File: src/inc/eag_pkg.sv
// Effective address generator: shared constants and carrier types.
// Assumes the execution unit and bus interface unit share i_clk_sys.
package eag_pkg;

    localparam int EAG_W      = 16;
    localparam int EAG_PHYS_W = 20;
    localparam int EAG_SEG_SH = 4;

    typedef enum logic [3:0] {
        EAG_M_DIRECT,
        EAG_M_REG_IND,
        EAG_M_BASED,
        EAG_M_INDEXED,
        EAG_M_BASED_IDX,
        EAG_M_STR_SRC,
        EAG_M_STR_DST,
        EAG_M_IO_DIRECT,
        EAG_M_IO_IND,
        EAG_M_PTR_FAR
    } eag_mode_t;

    typedef enum logic [1:0] {
        EAG_SEG_EXTRA,
        EAG_SEG_CODE,
        EAG_SEG_STACK,
        EAG_SEG_DATA
    } eag_seg_t;

    typedef enum logic [1:0] {
        EAG_STR_IDLE,
        EAG_STR_RUN
    } eag_str_state_t;

    // Request from the execution unit
    typedef struct packed {
        eag_mode_t         mode;
        logic              base_sel_bp;  // 0 base_register_b, 1 base_pointer
        logic              idx_sel_di;   // 0 source_index, 1 dest_index
        logic [3:0]        gen_sel;      // any general register
        logic              disp16;       // 1: 16-bit displacement
        logic [EAG_W-1:0]  disp;
        logic [7:0]        io_imm;
        logic              ovr_en;
        eag_seg_t          ovr_seg;
        logic              word;         // string element size
        logic              dir_down;     // string direction
        logic [EAG_W-1:0]  ptr_seg;      // far pointer segment base
    } eag_req_t;

    // Answer to the bus interface unit
    typedef struct packed {
        logic [EAG_W-1:0]      ea;
        eag_seg_t              seg;
        logic [EAG_PHYS_W-1:0] phys;
        logic                  io;
    } eag_ans_t;

    localparam logic [EAG_W-1:0] EAG_IO_DIRECT_MAX = 16'h00ff;
    localparam logic [EAG_W-1:0] EAG_STR_MAX_CNT   = 16'hffff;

endpackage : eag_pkg

File: src/eag_core.sv
// Effective address generator: offset, segment and physical address.
// Assumes register file values arrive on i_clk_sys, stable with i_req_vld.
// What this block does
// - Register indirect: effective address is the register, no displacement.
// - Indirect jump_instr or call may source any 16-bit general register.
// - Based: displacement plus base_register_b or base_pointer.
// - base_pointer base selects stack segment unless overridden.
// - Indexed: displacement plus source_index or dest_index.
// - Based-index: base plus index plus displacement.
// - String ops ignore mode fields; source_index source, dest_index destination.
// - Repeated strings step both index registers per element.
// - String source uses data_segment_reg unless overridden, destination always extra_segment_reg.
// - Direct I/O port is the 8-bit immediate, ports 0 to 255.
// - Indirect I/O port comes whole from io_port_pointer.
// - Memory-mapped ports reachable by every memory mode and strings.
// - Strings span one byte up to 64 Kbytes.
// - Pointer is offset alone or segment base plus offset.
// - Memory physical address is shifted segment plus effective address, 20 bits; I/O physical address is the port alone.
// - Effective address is an unsigned 16-bit byte offset.
// - Direct mode uses the displacement alone.
// - Displacement is 8 or 16 bits and constant.
`timescale 1ns/1ps
module eag_core
    import eag_pkg::*;
#(
    parameter int W = EAG_W
)(
    // Clock and reset
    input  wire logic              i_clk_sys,
    input  wire logic              i_nrst,
    // Register file values
    input  wire logic [W-1:0]      i_gen_regs [16],
    input  wire logic [W-1:0]      i_base_register_b,
    input  wire logic [W-1:0]      i_base_pointer,
    input  wire logic [W-1:0]      i_source_index,
    input  wire logic [W-1:0]      i_dest_index,
    input  wire logic [W-1:0]      i_io_port_pointer,
    input  wire logic [W-1:0]      i_count,
    input  wire logic [W-1:0]      i_seg_regs [4],
    // Request
    input  wire logic              i_req_vld,
    input  wire eag_req_t          i_req,
    input  wire logic              i_str_rep,
    input  wire logic              i_str_step,
    // Answer
    output eag_ans_t               o_ans,
    output logic                   o_ans_vld,
    output logic [W-1:0]           o_source_index,
    output logic [W-1:0]           o_dest_index,
    output logic                   o_idx_upd,
    output logic                   o_str_busy
);

    eag_ans_t         ans_r,  ans_nxt;
    logic             vld_r,  vld_nxt;
    logic [W-1:0]     si_r,   si_nxt;
    logic [W-1:0]     di_r,   di_nxt;
    logic             upd_r,  upd_nxt;
    logic [W-1:0]     left_r, left_nxt;
    eag_str_state_t   st_r,   st_nxt;

    logic [W-1:0]     disp_x;
    logic [W-1:0]     base_v;
    logic [W-1:0]     idx_v;
    logic [W-1:0]     si_cur;
    logic [W-1:0]     di_cur;
    logic [W-1:0]     step;
    eag_seg_t         dseg;
    eag_seg_t         seg_v;
    logic [W-1:0]     ea_v;
    logic [W-1:0]     segb;

    always_comb
    begin
        disp_x = i_req.disp16 ? i_req.disp
                              : {{8{i_req.disp[7]}}, i_req.disp[7:0]};
        base_v = i_req.base_sel_bp ? i_base_pointer : i_base_register_b;
        idx_v  = i_req.idx_sel_di ? i_dest_index : i_source_index;
        si_cur = (st_r == EAG_STR_RUN) ? si_r : i_source_index;
        di_cur = (st_r == EAG_STR_RUN) ? di_r : i_dest_index;
        step   = i_req.word ? 16'h0002 : 16'h0001;
        // Stack default only when base_pointer feeds the sum
        // General register 5 is base_pointer itself, so it counts too
        dseg   = ((i_req.base_sel_bp &&
                   (i_req.mode == EAG_M_BASED ||
                    i_req.mode == EAG_M_BASED_IDX)) ||
                  (i_req.mode == EAG_M_REG_IND && i_req.gen_sel == 4'h5))
                 ? EAG_SEG_STACK : EAG_SEG_DATA;
        seg_v  = i_req.ovr_en ? i_req.ovr_seg : dseg;
        ea_v   = '0;
        case (i_req.mode)
            EAG_M_DIRECT:    ea_v = disp_x;
            // Any general register, covers indirect jumps and calls
            EAG_M_REG_IND:   ea_v = i_gen_regs[i_req.gen_sel];
            EAG_M_BASED:     ea_v = W'(base_v + disp_x);
            EAG_M_INDEXED:   ea_v = W'(idx_v + disp_x);
            EAG_M_BASED_IDX: ea_v = W'(base_v + idx_v + disp_x);
            EAG_M_STR_SRC:
            begin
                ea_v  = si_cur;
                seg_v = i_req.ovr_en ? i_req.ovr_seg : EAG_SEG_DATA;
            end
            EAG_M_STR_DST:
            begin
                ea_v  = di_cur;
                seg_v = EAG_SEG_EXTRA;
            end
            EAG_M_IO_DIRECT: ea_v = {8'h00, i_req.io_imm};
            EAG_M_IO_IND:    ea_v = i_io_port_pointer;
            EAG_M_PTR_FAR:   ea_v = disp_x;
            default:         ea_v = disp_x;
        endcase
        // Far pointer carries its own segment base
        segb = (i_req.mode == EAG_M_PTR_FAR) ? i_req.ptr_seg
                                             : i_seg_regs[seg_v];
    end

    always_comb
    begin
        ans_nxt  = ans_r;
        vld_nxt  = i_req_vld;
        si_nxt   = si_r;
        di_nxt   = di_r;
        upd_nxt  = 1'b0;
        left_nxt = left_r;
        st_nxt   = st_r;
        if (i_req_vld)
        begin
            ans_nxt.ea   = ea_v;
            ans_nxt.seg  = seg_v;
            ans_nxt.io   = (i_req.mode == EAG_M_IO_DIRECT) ||
                           (i_req.mode == EAG_M_IO_IND);
            // Memory-mapped ports take the normal memory path
            ans_nxt.phys = ans_nxt.io ? {4'h0, ea_v}
                         : EAG_PHYS_W'({segb, 4'h0} + {4'h0, ea_v});
        end
        case (st_r)
            EAG_STR_IDLE:
                if (i_str_rep && i_count != '0)
                begin
                    si_nxt   = i_source_index;
                    di_nxt   = i_dest_index;
                    left_nxt = i_count;
                    st_nxt   = EAG_STR_RUN;
                end
            EAG_STR_RUN:
                if (i_str_step)
                begin
                    // Pointers wrap inside the segment, 64 Kbytes at most
                    si_nxt   = i_req.dir_down ? W'(si_r - step)
                                              : W'(si_r + step);
                    di_nxt   = i_req.dir_down ? W'(di_r - step)
                                              : W'(di_r + step);
                    upd_nxt  = 1'b1;
                    left_nxt = W'(left_r - 16'h0001);
                    if (left_r == 16'h0001 || !i_str_rep)
                        st_nxt = EAG_STR_IDLE;
                end
            default: st_nxt = EAG_STR_IDLE;
        endcase
    end

    always_ff @(posedge i_clk_sys)
    begin
        if (!i_nrst)
        begin
            ans_r  <= '0;
            vld_r  <= 1'b0;
            si_r   <= '0;
            di_r   <= '0;
            upd_r  <= 1'b0;
            left_r <= '0;
            st_r   <= EAG_STR_IDLE;
        end
        else
        begin
            ans_r  <= ans_nxt;
            vld_r  <= vld_nxt;
            si_r   <= si_nxt;
            di_r   <= di_nxt;
            upd_r  <= upd_nxt;
            left_r <= left_nxt;
            st_r   <= st_nxt;
        end
    end

    assign o_ans          = ans_r;
    assign o_ans_vld      = vld_r;
    assign o_source_index = si_r;
    assign o_dest_index   = di_r;
    assign o_idx_upd      = upd_r;
    assign o_str_busy     = (st_r == EAG_STR_RUN);

endmodule : eag_core

File: config.mk
export PLATFORM = sky130hd
export DESIGN_NAME = eag_core
export DESIGN_NICKNAME = d
export VERILOG_FILES = /design/src/inc/eag_pkg.sv /design/src/eag_core.sv
export SDC_FILE = /design/constraint.sdc
export NUM_CORES = 1
export LEC_CHECK = 0
export BUFFER_PORTS_ARGS = -buffer_cell sky130_fd_sc_hd__buf_2
export CAP_MARGIN = 20
export CORE_AREA = 5 5 214 216
export DETAILED_ROUTE_END_ITERATION = 6
export DIE_AREA = 0 0 219 221
export PLACE_DENSITY = 0.6
export SLEW_MARGIN = 15
export SYNTH_ARGS = -nofsm -noshare
export SYNTH_HDL_FRONTEND = slang
export SYNTH_SLANG_ARGS = --single-unit
File: constraint.sdc
create_clock -name i_clk_sys -period 13.5 [get_ports i_clk_sys]
set_input_delay 2.7 -clock i_clk_sys [delete_from_list [all_inputs] [get_ports i_clk_sys]]
set_output_delay 2.7 -clock i_clk_sys [all_outputs]
set_load 0.01 [all_outputs]
Yosys cells after proc, flatten, opt, wreduce, memory -nomap -nowiden
Cells that the tools add are included.

Multipliers: 0. Mux-type cells: 35. Add/subtract/negate cells: 10. Bitwise operators: 2. Reduce and logical (&&, ||, !) cells: 14. Equal/unequal tests: 15. Shift-type cells: 0. Divide/modulo/power cells: 0. Magnitude comparators: 2.

Operators by type and width (count): two-way mux 16 bit (18); one-hot mux 16 bit (8 select lines) (1); one-hot mux 16 bit (2 select lines) (3); adder 16 bit (4); binary-select mux 16 bit (select 4 bit) (1); adder 16 x 2 -> 16 bit (2); binary-select mux 16 bit (select 2 bit) (1); subtractor 16 x 2 -> 16 bit (2); adder 20 x 16 -> 20 bit (1); == test 4 x 3 -> 1 bit (second input constant) (5); two-way mux 20 bit (1); == test 16 x 1 -> 1 bit (second input constant) (1); nonzero test 16 bit (1); subtractor 16 x 1 -> 16 bit (second input constant) (1); two-way mux 2 bit (6); == test 4 x 2 -> 1 bit (second input constant) (2); == test 4 bit (second input constant) (2); one-hot mux 2 bit (2 select lines) (2); AND reduction 3 bit (2); greater-or-equal comparator 5 bit (second input constant) (1); inverter 4 -> 5 bit (1); == test 4 x 1 -> 1 bit (second input constant) (1); logical OR 1 bit (4); inequality test 2 bit (second input constant) (2); other kinds (10) (13).

RAM bits: 0. Bits in read-only memories: 0. Memories kept: 0. Latch bits: 0. Bits in registers: 91.

Depth between registers and ports, before layout
Word-level depth: 14. Gate-level depth with buffers: 24.

Worst setup path after synthesis
No wires, ideal clock.

Path type: input to register. Start point: in i_req[53] (netlist bit). End point: reg ans_r (netlist bit o_ans[20]). Setup time: 117 ps. Cell stages on the path: 22. Arrival: 8302 ps. Setup slack: 5081 ps. Data required time: 13383 ps. Buffers on the path: 3. Cell sequence: clkbuf_1 nor3b_1 and2_1 clkbuf_1 buf_1 mux2_2 ha_1 fa_1 a21o_1 a221oi_1 a211oi_1 o31a_1 a41oi_1 ha_1 nand3_1 o211ai_1 o41ai_1 o21bai_1 o41ai_1 and4bb_1 xnor2_1 a22o_1.

Elaborated cells between the ends (all ways): 25. Those cells by class: add/sub: 1; eq/ne: 9; mux: 9; bitwise: 1; reduce/logical: 5.

RTL lines: from (decl) (RTL line eag_core.sv:42) `input wire eag_req_t i_req,`; == test 4 bit, or another cell as far along (RTL line eag_core.sv:91) `case (i_req.mode)`; one-hot mux 16 bit (8 select lines) * (RTL line eag_core.sv:91); net ea_v[8] (RTL line eag_core.sv:70) `logic [W-1:0] ea_v;`; adder 20 x 16 -> 20 bit * (RTL line eag_core.sv:135) `: EAG_PHYS_W'({segb, 4'h0} + {4'h0, ea_v});`; two-way mux 20 bit * (RTL line eag_core.sv:134) `ans_nxt.phys = ans_nxt.io ? {4'h0, ea_v}`; to (signal assigned) (RTL line eag_core.sv:177) `ans_r <= ans_nxt;`; to (decl) (RTL line eag_core.sv:54) `eag_ans_t ans_r, ans_nxt;`.

The timed path passes the listed nets; every way through them passes the cells marked *. The select of a mux whose other input is x is not followed. A chain may end at the register's enable or synchronous reset.

Worst setup path after layout
Same ends and word-level chain as after synthesis.

==> metrics.csv <==
stage;metric;value;unit
cts;clock-sinks;86;
synth;syn_inst;1438;
grt;antenna_found_initial;13;
pwr;p_total;1.32;mW
setup_path;crit_chain;buf_2 -> nor3b_1 -> buf_4 -> and2_1 -> buf_4 -> mux2_2 -> ha_1 -> fa_1 -> a21o_1 -> a221oi_1 -> a211oi_1 -> o31a_1 -> a41oi_1 -> ha_1 -> nand3_1 -> o211ai_1 -> o41ai_1 -> o21bai_1 -> o41ai_1 -> and4bb_1 -> xnor2_1 -> a22o_1;
synth;synth_top_area_share;0.145;
sta;fmax;111;MHz
drt;drtPass1Iterations;6;
floorplanning;core;0.0437;mm2
sta;setup_violations;0;
cts;post_cts.repair.setup_buffers;0;
drt;vias_per_cell;5.41;
drt;route.detailed.drc;0;
worst_hold_path;hp-class;reg -> reg;
place;gp_congestion;0.982;
setup_path;crit_family;compound AO/OA/AOI/OAI gates;
floorplanning;io_pins;551;
run;cap_violations;0;
final_layout;drive_gt1_frac;0.375;
synth;synthDistinctLibCells;75;
synth;yosys.area.top_type;dfxtp_1;
drt;drtIter0Drc;1138;
synth;synth_flop_cell;dfxtp_1;
setup_path;worstSetupPathType;in -> reg;
sta;rsz0062_at_grt;no;
sta;fin_skew;11.0;ps
grt;grt-ovfl-total;0;
floorplanning;rows;77;
grt;grt_pass1_vias;13700;
sta;relSlewSlack;0.358;
setup_path;critPathSlowestCell;a221oi_1;
sta;maxSlewViolCount;0;
setup_path;crit_path_start_kind;primary input;
drt;via_count;13600;
drt;wirelength;60000;um
synth;postSynthNetCount;2010;
pwr;p_comb_frac;0.562;
floorplanning;die_h;221;um
final_layout;syn_to_final_growth;30.1;%
synth;ys_seq_elements;86;
sta;period_minus_slack;8980;ps
sta;post-route-period-util;0.665;
pwr;pwr_density_cell;85.3;mW/mm2
setup_path;slowest_delay;720;ps
status;status;finished clean;
synth;netlist_area;0.0119;mm2
cts;cts_tree;built;
drt;ant_nets;0;
pwr;p_clk_frac;0.200;
synth;synth_common_cells;nand2_1 (133), nor2_1 (129), a21oi_1 (108);
final_layout;nets;2491;
sta;worstMarginPinSlew;960;ps
floorplanning;die_x;219;um
cts;cts.clk_slew.worst_paths;70;ps
sta;hold_violations;0;
grt;grt_max_degree;59;
pwr;internal-power;752;uW
cts;h-tree-depth;3;
synth;avgSynthCellArea;8.26;um2
synth;synth.area.top_cells;dfxtp_1 (14%), mux4_2 (14%), ha_1 (7.9%);
pwr;p_seq_frac;0.239;
setup_path;path_max_fanout;16;
synth;async_flop_share;0;
synth;synth-edff-count;0;
place;hpwlAfterDp;50400;um
cts;cts_resized;0;
setup_path;cp-end-kind;register;
cts;cts_buffer_depth;2;
synth;yosysWarnings;0;
sta;fin_tns_setup;0;ps
synth;seq_area_frac_synth;0.145;
floorplanning;die-area;0.0484;mm2
pwr;swShare;0.430;
setup_path;worst_ep_arrival_time;9250;ps
cts;cts-root-buf;clkbuf_16;
place;portBuffers;550;
setup_path;required;13770;ps
drt;wire_per_inst;23.8;um
setup_path;cp_num_buf_inv;3;
cts;cts_hold_buffers;0;
pwr;irDropWorstVdd;0.0487;mV
floorplanning;initial_utilization;0.272;
cts;clock_latency;370;ps
synth;yosysMostFrequentCell;nand2_1;
pwr;cellLeakagePower;6.96;nW
pwr;switching_power;567;uW
cts;numCtsBuffers;9;
grt;grt_pass1_wl;87000;um
grt;grtUsageTotal;0.236;
## power by group through the flow
stage                     clock, mW  sequential [mW]  combinational [mW]
after floorplan                   0            0.319               0.479
after global placement            0            0.319               0.725
after detailed placement          0            0.320               0.734
after CTS                     0.270            0.314               0.738
after global routing          0.278            0.318               0.813
final                         0.263            0.315               0.741
## stage by stage
step | util | worst slack (ps) | instances | cell area, um2 | hold WS [ps]
after floorplan | - | 5080 | 1438 | 11900 | 468
after global placement | 0.346 | 4310 | 2500 | 15200 | 455
after detailed placement | 0.346 | 4150 | 2500 | 15200 | 464
after CTS | 0.353 | 4520 | 2516 | 15400 | 484
after global routing | 0.353 | 4040 | 2520 | 15500 | 507
final | 0.354 | 4520 | 2523 | 15500 | 485
## worst reg2reg max path, cell delays in order, from the launching register on
cell and delay, ps:
dfxtp_4 720, buf_4 670, inv_1 330, nand2_1 160, a21boi_0 210, o21ai_0 130
nor4_1 180, o211a_1 210, a21oi_1 70, ha_1 270, o41ai_1 710, o21bai_1 250
o41ai_1 350, and4bb_1 270, xnor2_1 130, a22o_1 190
## metal layers
layer / part of all wire / track usage / vias to the layer above
li1: - / - / 6437
met1: 0.40 / 0.294 / 6511
met2: 0.51 / 0.419 / 611
met3: 0.064 / 0.0362 / 86
met4: 0.033 / 0.0744 / 4
met5: 0.00045 / 0 / -
## flip-flops by register name, summed over array words and instances (netlist names)
register / count
left_r: 16
o_ans_vld: 1
o_idx_upd: 1
st_r: 1
o_source_index: 16
o_dest_index: 16
o_ans: 35
## cells in the final DEF, fill, tap and decap left out, drive strengths merged, types with 8 or more instances in the layout
| cell type | Yosys | routed |
|---|---|---|
| a211oi | 39 | 39 |
| a21o | 27 | 27 |
| a21oi | 108 | 108 |
| a221oi | 14 | 14 |
| a22o | 10 | 10 |
| a31oi | 24 | 24 |
| and2 | 11 | 11 |
| and3 | 8 | 8 |
| buf | 35 | 571 |
| clkbuf | 66 | 11 |
| dfxtp | 86 | 86 |
| fa | 20 | 20 |
| ha | 75 | 75 |
| inv | 36 | 38 |
| mux2 | 40 | 40 |
| mux2i | 60 | 60 |
| mux4 | 75 | 75 |
| nand2 | 133 | 133 |
| nand2b | 11 | 11 |
| nand3 | 39 | 39 |
| nor2 | 129 | 129 |
| nor2b | 27 | 27 |
| nor3 | 26 | 26 |
| nor4 | 8 | 8 |
| o211ai | 20 | 20 |
| o21a | 17 | 17 |
| o21ai | 102 | 102 |
| o21bai | 8 | 8 |
| o22ai | 9 | 9 |
| or3 | 12 | 12 |
| xnor2 | 41 | 41 |
| xor2 | 20 | 20 |
## kinds of logic after synthesis
logic type	after synthesis	synth area share
compound gates	438	0.238
xor+xnor	61	0.0450
fa+ha+maj	95	0.113
buf+inv	137	0.0468
flops	86	0.145
mux	175	0.231
simple gates	446	0.182
## worst paths after layout
path	start	end	slack, ps	cells after the start
max	i_req[53]	o_ans[20]	4520	22
min	o_ans[6]	o_ans[6]	480	2
max reg2reg	st_r[0]	o_ans[20]	8540	15
min reg2reg	o_ans[6]	o_ans[6]	480	2
## cell type report
class                      instances  area [um2]
fill                            4605       28300
timing repair buffer             571        2910
inverter                          36         135
clock buffer                      11         253
clock inverter                     5        41.3
antenna                            7        17.5
tap                              592         741
sequential                        86        1730
multi-input combinational       1215        9640
Power figures use the tool's default switching activity.
